--- src/core/pbd_map.svh ---
// Register offsets, field positions, reset values and divider constants
`ifndef PBD_MAP_SVH
`define PBD_MAP_SVH

`define PBD_ADDR_W 4
`define PBD_REG_OUT_CTRL 4'h3
`define PBD_REG_RATIOS 4'h5
`define PBD_REG_PLL1_CFG_A 4'h6
`define PBD_REG_PLL1_CFG_B 4'h7
`define PBD_REG_PLL2_CFG_A 4'h8
`define PBD_REG_PLL2_CFG_B 4'h9
`define PBD_REG_PLL1_GAIN 4'hC
`define PBD_REG_PLL2_GAIN 4'hE
`define PBD_REG_STATUS 4'hF

`define PBD_HALF_LSB 8
`define PBD_BAND_LSB 24
`define PBD_CUR_LSB 16
`define PBD_FBRST_BIT 14
`define PBD_ORDER_LSB 29
`define PBD_GAIN_BIT 31
`define PBD_LOCK1_BIT 21
`define PBD_LOCK2_BIT 23
`define PBD_UNLOCK_EN_BIT 0
`define PBD_RATIO_W 8

`define PBD_REG_RST 32'h0000_0000
`define PBD_RATIOS_RST 32'h0404_0404
`define PBD_ORDER_INT 3'h0
`define PBD_DIV_MIN_CODE 8'h04
`define PBD_DIV_WRAP_BASE 9'h100
`define PBD_HALF_SHORT 9'h004
`define PBD_HALF_LONG 9'h005
`define PBD_CNT_ZERO 9'h000
`define PBD_CNT_ONE 9'h001

`endif

--- src/core/pbd_pkg.sv ---
// Types shared by the PLL band, divider and lock control block
package pbd_pkg;
  typedef logic [31:0] pbd_word_t;
  typedef logic [15:0][31:0] pbd_regs_t;
  typedef logic [8:0] pbd_count_t;

  typedef struct packed {
    pbd_regs_t regs;
    logic [1:0] lock_meta;
    logic [1:0] lock_sync;
    logic [1:0] int_mode;
    logic serial_out;
    pbd_word_t rdata;
    logic rvalid;
  } pbd_ctrl_state_t;

  typedef struct packed {
    pbd_count_t cnt;
    pbd_count_t period;
    logic long_half;
    logic clk_out;
  } pbd_div_state_t;
endpackage : pbd_pkg

--- src/core/pbd_out_div.sv ---
// One output divider: wrap-around ratio decode, half-step mode, boundary updates
`timescale 1ns/1ps
`include "pbd_map.svh"

module pbd_out_div (
  // Clock and reset
  input wire logic core_clk_in,
  input wire logic rst_b_in,
  // Oscillator tick and settings
  input wire logic osc_tick_in,
  input wire logic [7:0] ratio_code_in,
  input wire logic half_mode_in,
  // Divided clock
  output logic div_clk_out
);
  import pbd_pkg::*;

  pbd_div_state_t state;
  pbd_div_state_t next_state;

  function automatic pbd_count_t decode_ratio(input logic [7:0] code);
    if (code < `PBD_DIV_MIN_CODE)
      decode_ratio = `PBD_DIV_WRAP_BASE + {1'b0, code};
    else
      decode_ratio = {1'b0, code};
  endfunction : decode_ratio

  always_comb
  begin
    next_state = state;
    if (osc_tick_in)
    begin
      if (state.cnt >= state.period - `PBD_CNT_ONE)
      begin
        // New ratio only at the period boundary, so no short pulse
        next_state.cnt = `PBD_CNT_ZERO;
        if (half_mode_in)
        begin
          // Alternate 4 and 5 ticks for an average of 4.5
          next_state.long_half = ~state.long_half;
          next_state.period = state.long_half ? `PBD_HALF_SHORT : `PBD_HALF_LONG;
        end
        else
          next_state.period = decode_ratio(ratio_code_in);
      end
      else
        next_state.cnt = state.cnt + `PBD_CNT_ONE;
    end
    next_state.clk_out = next_state.cnt < (next_state.period >> 1);
  end

  always_ff @(posedge core_clk_in or negedge rst_b_in)
  begin
    if (!rst_b_in)
    begin
      state.cnt <= `PBD_CNT_ZERO;
      state.period <= `PBD_HALF_SHORT;
      state.long_half <= 1'b0;
      state.clk_out <= 1'b1;
    end
    else
      state <= next_state;
  end

  assign div_clk_out = state.clk_out;
endmodule : pbd_out_div

--- src/core/pbd_ctrl.sv ---
// Register file, lock detection, unlock pin and output dividers of the dual PLL
`timescale 1ns/1ps
`include "pbd_map.svh"

// Notes on behaviour
// - Each PLL picks one of 32 bands
// - Pump current from bits 20:16 of second register
// - Four ratio codes packed in one register
// - Codes 0-3 divide by 256-259, else code
// - Half-step bit forces divide by 4.5
// - Lock bits 21 and 23 in status register
// - Unlock enable makes pin AND of unlocks
// - Feedback divider word applies immediately
// - Order zero integer, one to four fractional
module pbd_ctrl (
  // Clock and reset
  input wire logic core_clk_in,
  input wire logic rst_b_in,
  // Register port
  input wire logic [3:0] reg_addr_in,
  input wire pbd_pkg::pbd_word_t reg_wdata_in,
  input wire logic reg_wr_in,
  input wire logic reg_rd_in,
  output pbd_pkg::pbd_word_t reg_rdata_out,
  output logic reg_rvalid_out,
  // Analog side inputs
  input wire logic [1:0] pll_lock_in,
  input wire logic [1:0] osc_tick_in,
  input wire logic spi_data_in,
  // PLL settings
  output logic [1:0][4:0] osc_band_out,
  output logic [1:0] osc_gain_band_out,
  output logic [1:0][4:0] pump_current_code_out,
  output logic [1:0][2:0] modulator_order_out,
  output logic [1:0] integer_mode_out,
  output logic [1:0][31:0] fb_divider_word_out,
  output logic [1:0] fb_divider_reset_out,
  // Outputs
  output logic [3:0] output_clk_out,
  output logic serial_out_unlock_pin_out
);
  import pbd_pkg::*;

  pbd_ctrl_state_t state;
  pbd_ctrl_state_t next_state;
  logic unlock_mode;

  function automatic logic [3:0] cfg_a_addr(input int pll);
    cfg_a_addr = (pll == 0) ? `PBD_REG_PLL1_CFG_A : `PBD_REG_PLL2_CFG_A;
  endfunction : cfg_a_addr

  function automatic logic [3:0] cfg_b_addr(input int pll);
    cfg_b_addr = (pll == 0) ? `PBD_REG_PLL1_CFG_B : `PBD_REG_PLL2_CFG_B;
  endfunction : cfg_b_addr

  function automatic pbd_word_t read_word(input pbd_ctrl_state_t s, input logic [3:0] a);
    pbd_word_t w;
    w = s.regs[a];
    if (a == `PBD_REG_STATUS)
    begin
      w = `PBD_REG_RST;
      w[`PBD_LOCK1_BIT] = s.lock_sync[0];
      w[`PBD_LOCK2_BIT] = s.lock_sync[1];
    end
    read_word = w;
  endfunction : read_word

  assign unlock_mode = state.regs[cfg_a_addr(0)][`PBD_UNLOCK_EN_BIT]
    | state.regs[cfg_a_addr(1)][`PBD_UNLOCK_EN_BIT];

  always_comb
  begin
    next_state = state;
    next_state.lock_meta = pll_lock_in;
    next_state.lock_sync = state.lock_meta;
    // Reserved bits of 11-14 are stored as written and read back unchanged
    if (reg_wr_in && reg_addr_in != `PBD_REG_STATUS)
      next_state.regs[reg_addr_in] = reg_wdata_in;
    next_state.rvalid = reg_rd_in;
    next_state.rdata = reg_rd_in ? read_word(state, reg_addr_in) : `PBD_REG_RST;
    // Pin shows combined loss of lock while either PLL enables it
    if (unlock_mode)
      next_state.serial_out = ~state.lock_sync[0] & ~state.lock_sync[1];
    else
      next_state.serial_out = spi_data_in;
    for (int p = 0; p < 2; p++)
      next_state.int_mode[p] =
        state.regs[cfg_b_addr(p)][`PBD_ORDER_LSB +: 3] == `PBD_ORDER_INT;
  end

  always_ff @(posedge core_clk_in or negedge rst_b_in)
  begin
    if (!rst_b_in)
    begin
      for (int r = 0; r < 16; r++)
        state.regs[r] <= `PBD_REG_RST;
      state.regs[`PBD_REG_RATIOS] <= `PBD_RATIOS_RST;
      state.lock_meta <= 2'h0;
      state.lock_sync <= 2'h0;
      state.int_mode <= 2'h3;
      state.serial_out <= 1'b0;
      state.rdata <= `PBD_REG_RST;
      state.rvalid <= 1'b0;
    end
    else
      state <= next_state;
  end

  assign reg_rdata_out = state.rdata;
  assign reg_rvalid_out = state.rvalid;
  assign serial_out_unlock_pin_out = state.serial_out;
  assign integer_mode_out = state.int_mode;

  generate
    for (genvar p = 0; p < 2; p++)
    begin : g_pll
      localparam logic [3:0] AddrA = p == 0 ? `PBD_REG_PLL1_CFG_A : `PBD_REG_PLL2_CFG_A;
      localparam logic [3:0] AddrB = p == 0 ? `PBD_REG_PLL1_CFG_B : `PBD_REG_PLL2_CFG_B;
      localparam logic [3:0] AddrG = p == 0 ? `PBD_REG_PLL1_GAIN : `PBD_REG_PLL2_GAIN;
      assign osc_band_out[p] = state.regs[AddrB][`PBD_BAND_LSB +: 5];
      assign osc_gain_band_out[p] = state.regs[AddrG][`PBD_GAIN_BIT];
      assign pump_current_code_out[p] = state.regs[AddrB][`PBD_CUR_LSB +: 5];
      assign modulator_order_out[p] = state.regs[AddrB][`PBD_ORDER_LSB +: 3];
      // Word goes out with no staging so the running divider picks it up at once
      assign fb_divider_word_out[p] = state.regs[AddrA];
      assign fb_divider_reset_out[p] = state.regs[AddrB][`PBD_FBRST_BIT];
    end
    for (genvar o = 0; o < 4; o++)
    begin : g_out
      pbd_out_div pbd_out_div_i (
        .core_clk_in(core_clk_in),
        .rst_b_in(rst_b_in),
        .osc_tick_in(osc_tick_in[o / 2]),
        .ratio_code_in(state.regs[`PBD_REG_RATIOS][o * `PBD_RATIO_W +: `PBD_RATIO_W]),
        .half_mode_in(state.regs[`PBD_REG_OUT_CTRL][`PBD_HALF_LSB + o]),
        .div_clk_out(output_clk_out[o])
      );
    end
  endgenerate
endmodule : pbd_ctrl

--- config.mk ---
export PLATFORM = sky130hd
export DESIGN_NAME = pbd_ctrl
export DESIGN_NICKNAME = d
export VERILOG_FILES = /design/src/core/pbd_pkg.sv /design/src/core/pbd_out_div.sv /design/src/core/pbd_ctrl.sv
export VERILOG_INCLUDE_DIRS = /design/src /design/src/core
export SDC_FILE = /design/constraint.sdc
export NUM_CORES = 1
export LEC_CHECK = 0
export BUFFER_PORTS_ARGS = -buffer_cell sky130_fd_sc_hd__clkbuf_2
export CAP_MARGIN = 20
export CORE_AREA = 3 3 257 309
export CTS_BUF_LIST = sky130_fd_sc_hd__clkbuf_8
export CTS_CLUSTER_SIZE = 10
export DETAILED_ROUTE_END_ITERATION = 6
export DIE_AREA = 0 0 260 312
export PLACE_DENSITY = 0.62
export SYNTH_ARGS = -nofsm -noshare
export SYNTH_HDL_FRONTEND = slang
export SYNTH_SLANG_ARGS = --single-unit
--- constraint.sdc ---
create_clock -name core_clk_in -period 4.6 [get_ports core_clk_in]
set_input_delay 0.46 -clock core_clk_in [delete_from_list [all_inputs] [get_ports core_clk_in]]
set_output_delay 0.46 -clock core_clk_in [all_outputs]
set_load 0.01 [all_outputs]
Word level (Yosys, flattened, before mapping). Index checks and enable logic that the tools add are counted.

Flip-flop bits (word level): 632. Bits of input ports: 45. Output and inout port bits: 134.

Add/subtract/negate cells: 12. Magnitude comparators: 14. Equality and inequality tests: 2. Muxes and demuxes: 36. Bitwise gates (word level): 8. Reduce and logical (&&, ||, !) cells: 12.

Operators with widths (number): $bwmux 512 (1); $bmux 32 s4 (1); $demux 32 s4 (1); $mux 32 (4); $mux 9 (12); $mux 19 (4); $mux 10 (4); $add 9x1->9 const B (4); $add 9x8->9 const A (4); $ge 9x9->1 (4); $lt 9x8->1 (4); $sub 9x1->9 const B (4); $lt 8x3->1 const B (4); $reduce_and 3->1 (4); $mux 1 (9); $reduce_and 2->1 (4); $logic_not 3->1 (2); $not 1->1 (6); $lt 4x5->1 const B (1); $eq 4x4->1 const B (1); $ge 4x1->1 const B (1); $ne 4x4->1 const B (1); $logic_and 1x1->1 (2); $and 1x1->1 (1); $or 1x1->1 (1).

Logic depth before layout (Yosys ltp).
Depth in word-level cells: 6. Depth in mapped cells: 19.

Hierarchy. Synthesis repeated with hierarchy kept, for this count alone.

Cell total of the unflattened synthesis: 2259. Area, all modules: 29681.0 sq um.

Modules (own cells, without submodules): pbd_ctrl (instances 1, cells an instance 1622, area each 23722.8 sq um, seq. area each 13020.0 sq um); pbd_out_div (g_out[1].pbd_out_div_i ...) (instances 3, cells an instance 160, area each 1497.7 sq um, seq. area each 503.0 sq um); pbd_out_div (g_out[0].pbd_out_div_i) (instances 1, cells an instance 157, area each 1465.2 sq um, seq. area each 503.0 sq um).

Least setup slack after synthesis. Ideal clock, no wire load.

Path type: reg2reg. Start: register g_out[1].pbd_out_div_i.state[6] in the netlist's numbering. End: register g_out[1].pbd_out_div_i.state, in the netlist g_out[1].pbd_out_div_i.div_clk_out. Data arrival time: 3.860 ns. Required time: 4.502 ns. Slack: 0.641 ns. Cell stages (with the launch flop): 19. Path buffers: 1. Period minus slack after synthesis: 3.959 ns. Cell sequence: dfrtp_1 -> or3_1 -> or2_2 -> nor4_1 -> xnor2_1 -> ha_1 -> nand4_1 -> nor2_1 -> o2bb2ai_1 -> o21ai_1 -> clkbuf_1 -> nand2_1 -> o21a_1 -> ha_1 -> a21oi_1 -> o22ai_1 -> o21ai_0 -> nand2b_1 -> a221oi_1.

RTL lines: start, declared (line pbd_out_div.sv:18) `pbd_div_state_t state;`; start signal, assigned (line pbd_out_div.sv:62) `state <= next_state;`.

==> flow_summary.json <==
{
  "setup_viol": 0,
  "ys.flop_type": "dfrtp_1",
  "ant_nets": 0,
  "vdd_drop_max_mv": 0.280,
  "synth_compound_area_share_pct": 3.07,
  "slew_headroom_pct": 38.2,
  "clockRootBuffer": "clkbuf_8",
  "die_w_um": 260,
  "timing.max_cap.violations": 0,
  "die-area_um2": 81100,
  "synth_top_cell_area_share_pct": 50.5,
  "grt_pass1_wl_um": 119000,
  "htree_levels": 3,
  "place.gp.congestion": 0.831,
  "hold_viol_final": 0,
  "grt_remaining_overflow": 0,
  "ys_async_sr_fraction_pct": 100,
  "firstDrtPassIters": 4,
  "fmax_mhz": 237,
  "worstHoldPathType": "in2reg",
  "regArea_um2": 15800,
  "coreArea_um2": 76500,
  "hpwlAfterDp_um": 50200,
  "p_per_area_nw_per_um2": 514,
  "synthTopCellsByArea": "dfrtp_1, mux2_2, mux4_2, buf_4, ha_1",
  "path_cells": "nor4_1 -> nand2_1 -> nor3_1 -> xnor2_1 -> ha_1 -> a21oi_1 -> o21ai_0 -> a41oi_1 -> a21o_2 -> mux2i_1 -> ha_1 -> a21oi_1 -> nor2b_1 -> o211ai_1 -> a21oi_1 -> a2111oi_1",
  "crit_fanout": 10,
  "synth_area_um2": 30500,
  "muxShareOfSynthArea_pct": 30.0,
  "grt_pass1_vias": 19645,
  "rsz0062_at_grt": "no",
  "p_leak_nw": 15.1,
  "synth-seq-area-share_pct": 51.7,
  "drt_iter0_drc": 885,
  "synthCells": 2169,
  "cp_slowest_stage_delay_ns": 0.43,
  "multi_input_area_um2": 12900,
  "synth_warnings": 0,
  "drv_slew": 0,
  "cp-start-kind": "flip-flop",
  "fill_cells": 6860,
  "drcViolationCount": 0,
  "routed_wl_um": 76100,
  "wl_per_cell_um": 23.1,
  "grt_usage_pct": 19.1,
  "io_buffers": 178,
  "nNetsFinal": 2312,
  "clk_path_buf_depth": 3,
  "vias": 17791,
  "io_pins": 179,
  "cp_common_cell": "a21oi_1",
  "skew_ns": 0.0370,
  "cts_buffers": 102,
  "synth_top_family_by_area": "multiplexers",
  "synth_largest_area_cell": "dfrtp_1",
  "cts_sinks": 630,
  "cts.clk_slew.worst_paths_ns": 0.07,
  "antenna_found_initial": 4,
  "clkLatencyLatePin_ns": 0.72,
  "avgSynthCellArea_um2": 14.1,
  "syn_to_final_growth_pct": 10.5,
  "rows": 111,
  "crit_slowest_cell": "a2111oi_1",
  "layout-drive-gt1-share_pct": 43.0,
  "setup_tns_ns": 0,
  "routed_via_density": 5.40,
  "outcome": "complete, no violations",
  "power_w": 0.0173,
  "synth_edf_count": 0,
  "period_minus_slack_ns": 4.22,
  "worstPathRequired_ns": 5.17,
  "post_cts_buffers": 0,
  "synth_seq_cells": 630,
  "worst-setup-path-type": "reg2reg",
  "synth_cell_types": 56,
  "fin_crit_sh_pct": 91.7,
  "cts_tree": "done",
  "synth_fa_ha_area_share_pct": 2.95,
  "endpoint_kind": "flip-flop",
  "syn_nets": 2286,
  "grt_max_degree": 118,
  "yosys.area_share.simple_pct": 4.64,
  "cp_data_arrival_time_ns": 4.79,
  "synth_xor_area_share_pct": 1.32,
  "start_util_pct": 39.9,
  "fp.dieH_um": 312,
  "worstMarginPinSlew_ns": 0.928
}
[cell families after synthesis]
group	Yosys count
mux	656
fa+ha+maj	72
buf+inv	345
compound gates	149
simple gates	271
xor+xnor	46
flops	630
[per-stage QoR]
stage          std cells  util (%)  worst slack (ns)  hold slack (ns)  instance area [um2]
2_1_floorplan       2169         -             0.641            0.164                30500
3_3_place_gp        3103      41.2             0.453            0.334                31500
3_5_place_dp        3103      41.2             0.284            0.340                31500
4_1_cts             3294      44.0             0.268           0.0336                33700
5_1_grt             3296      44.0          0.000347           0.0980                33700
6_report            3296      44.0             0.380            0.125                33700
[power breakdown]
group / switching, W / total (W) / internal (W)
clock: 0.00226 / 0.00491 / 0.00265
combinational: 0.00220 / 0.00465 / 0.00244
sequential: 0.000936 / 0.00776 / 0.00683
[worst paths after layout]
path | from | slack (ns) | endpoint | cells after the start
max | g_out[0].pbd_out_div_i.state[6] | 0.38 | g_out[0].pbd_out_div_i.div_clk_out | 16
min | osc_tick_in[1] | 0.13 | g_out[3].pbd_out_div_i.state[17] | 2
max reg2reg | g_out[0].pbd_out_div_i.state[6] | 0.38 | g_out[0].pbd_out_div_i.div_clk_out | 16
min reg2reg | next_state[37] | 0.35 | state[37] | 0
max in group asynchronous | rst_b_in | 2.94 | next_state[37] | 3
min in group asynchronous | rst_b_in | 0.43 | state[57] | 2
[area by class of cell]
type                       count  share of cell area (%)
antenna                        2                  0.0149
clock buffer                 130                    5.31
clock inverter                56                   0.921
inverter                      43                   0.479
multi-input combinational   1194                    38.3
sequential                   630                    46.8
tap                         1017                    3.78
timing repair buffer         224                    4.34
[state kept, by name, indices dropped and copies added, names as in the netlist]
name,flops
fb_divider_reset_out,2
fb_divider_word_out,64
g_out.pbd_out_div_i.div_clk_out,4
g_out.pbd_out_div_i.state,76
integer_mode_out,2
modulator_order_out,6
next_state,2
osc_band_out,10
osc_gain_band_out,2
pump_current_code_out,10
reg_rdata_out,32
reg_rvalid_out,1
serial_out_unlock_pin_out,1
state,418
[layout by cell type (no fill, tap or decap), drive strengths merged, types with 4 or more instances in the layout]
master,synthesis,layout
dfstp,14,14
nand3,25,25
dlygate4sd3,0,5
or4,5,5
o2bb2ai,6,6
nand2b,16,16
or2,5,5
inv,42,86
nor3b,4,4
a21oi,40,40
nand2,57,57
nor3,18,18
nor4,10,10
dfrtp,616,616
clkbuf,100,305
nand4,17,17
a22o,4,4
clkinv,1,9
a311oi,4,4
mux4,158,158
a21o,14,14
mux2i,13,13
xnor2,28,28
o21a,11,11
buf,202,44
and3,6,6
nor2,43,43
mux2,485,485
nor2b,52,52
o21ai,44,44
or3,5,5
ha,72,72
a211oi,4,4
xor2,18,18
[Yosys cell counts, drive strengths merged, types with 17 or more instances]
master  count
nor2b      52
nand2      57
buf       202
nor3       18
ha         72
clkbuf    100
xor2       18
nand3      25
mux2      485
a21oi      40
mux4      158
xnor2      28
dfrtp     616
inv        42
nor2       43
nand4      17
o21ai      44
[worst max-delay path, delay by kind of cell (launching register included)]
family / cells / cell delay, ns
XOR/XNOR: 1 / 0.15
AO/OA/AOI/OAI: 8 / 1.84
multiplexers: 1 / 0.31
flip-flops: 1 / 0.42
AND/OR/NAND/NOR: 4 / 0.83
adder cells (fa/ha/maj): 2 / 0.55
[layer usage]
| metal | track usage (%) | vias to the layer above | wire length [um] |
|---|---|---|---|
| li1 | - | 7789 | - |
| met1 | 24.7 | 9539 | 32500 |
| met2 | 32.8 | 339 | 39000 |
| met3 | 3.23 | 120 | 2990 |
| met4 | 5.57 | 4 | 1580 |
| met5 | 0 | - | 27 |
[what timing repair did]
| action | in CTS | in global routing |
|---|---|---|
| endpoints found under the hold margin | 101 | 0 |
| endpoints found under the setup margin | 0 | 4 |
| gates resized for setup | 0 | 6 |
| hold buffers | 5 | 0 |
Power figures use the tool's default switching activity.
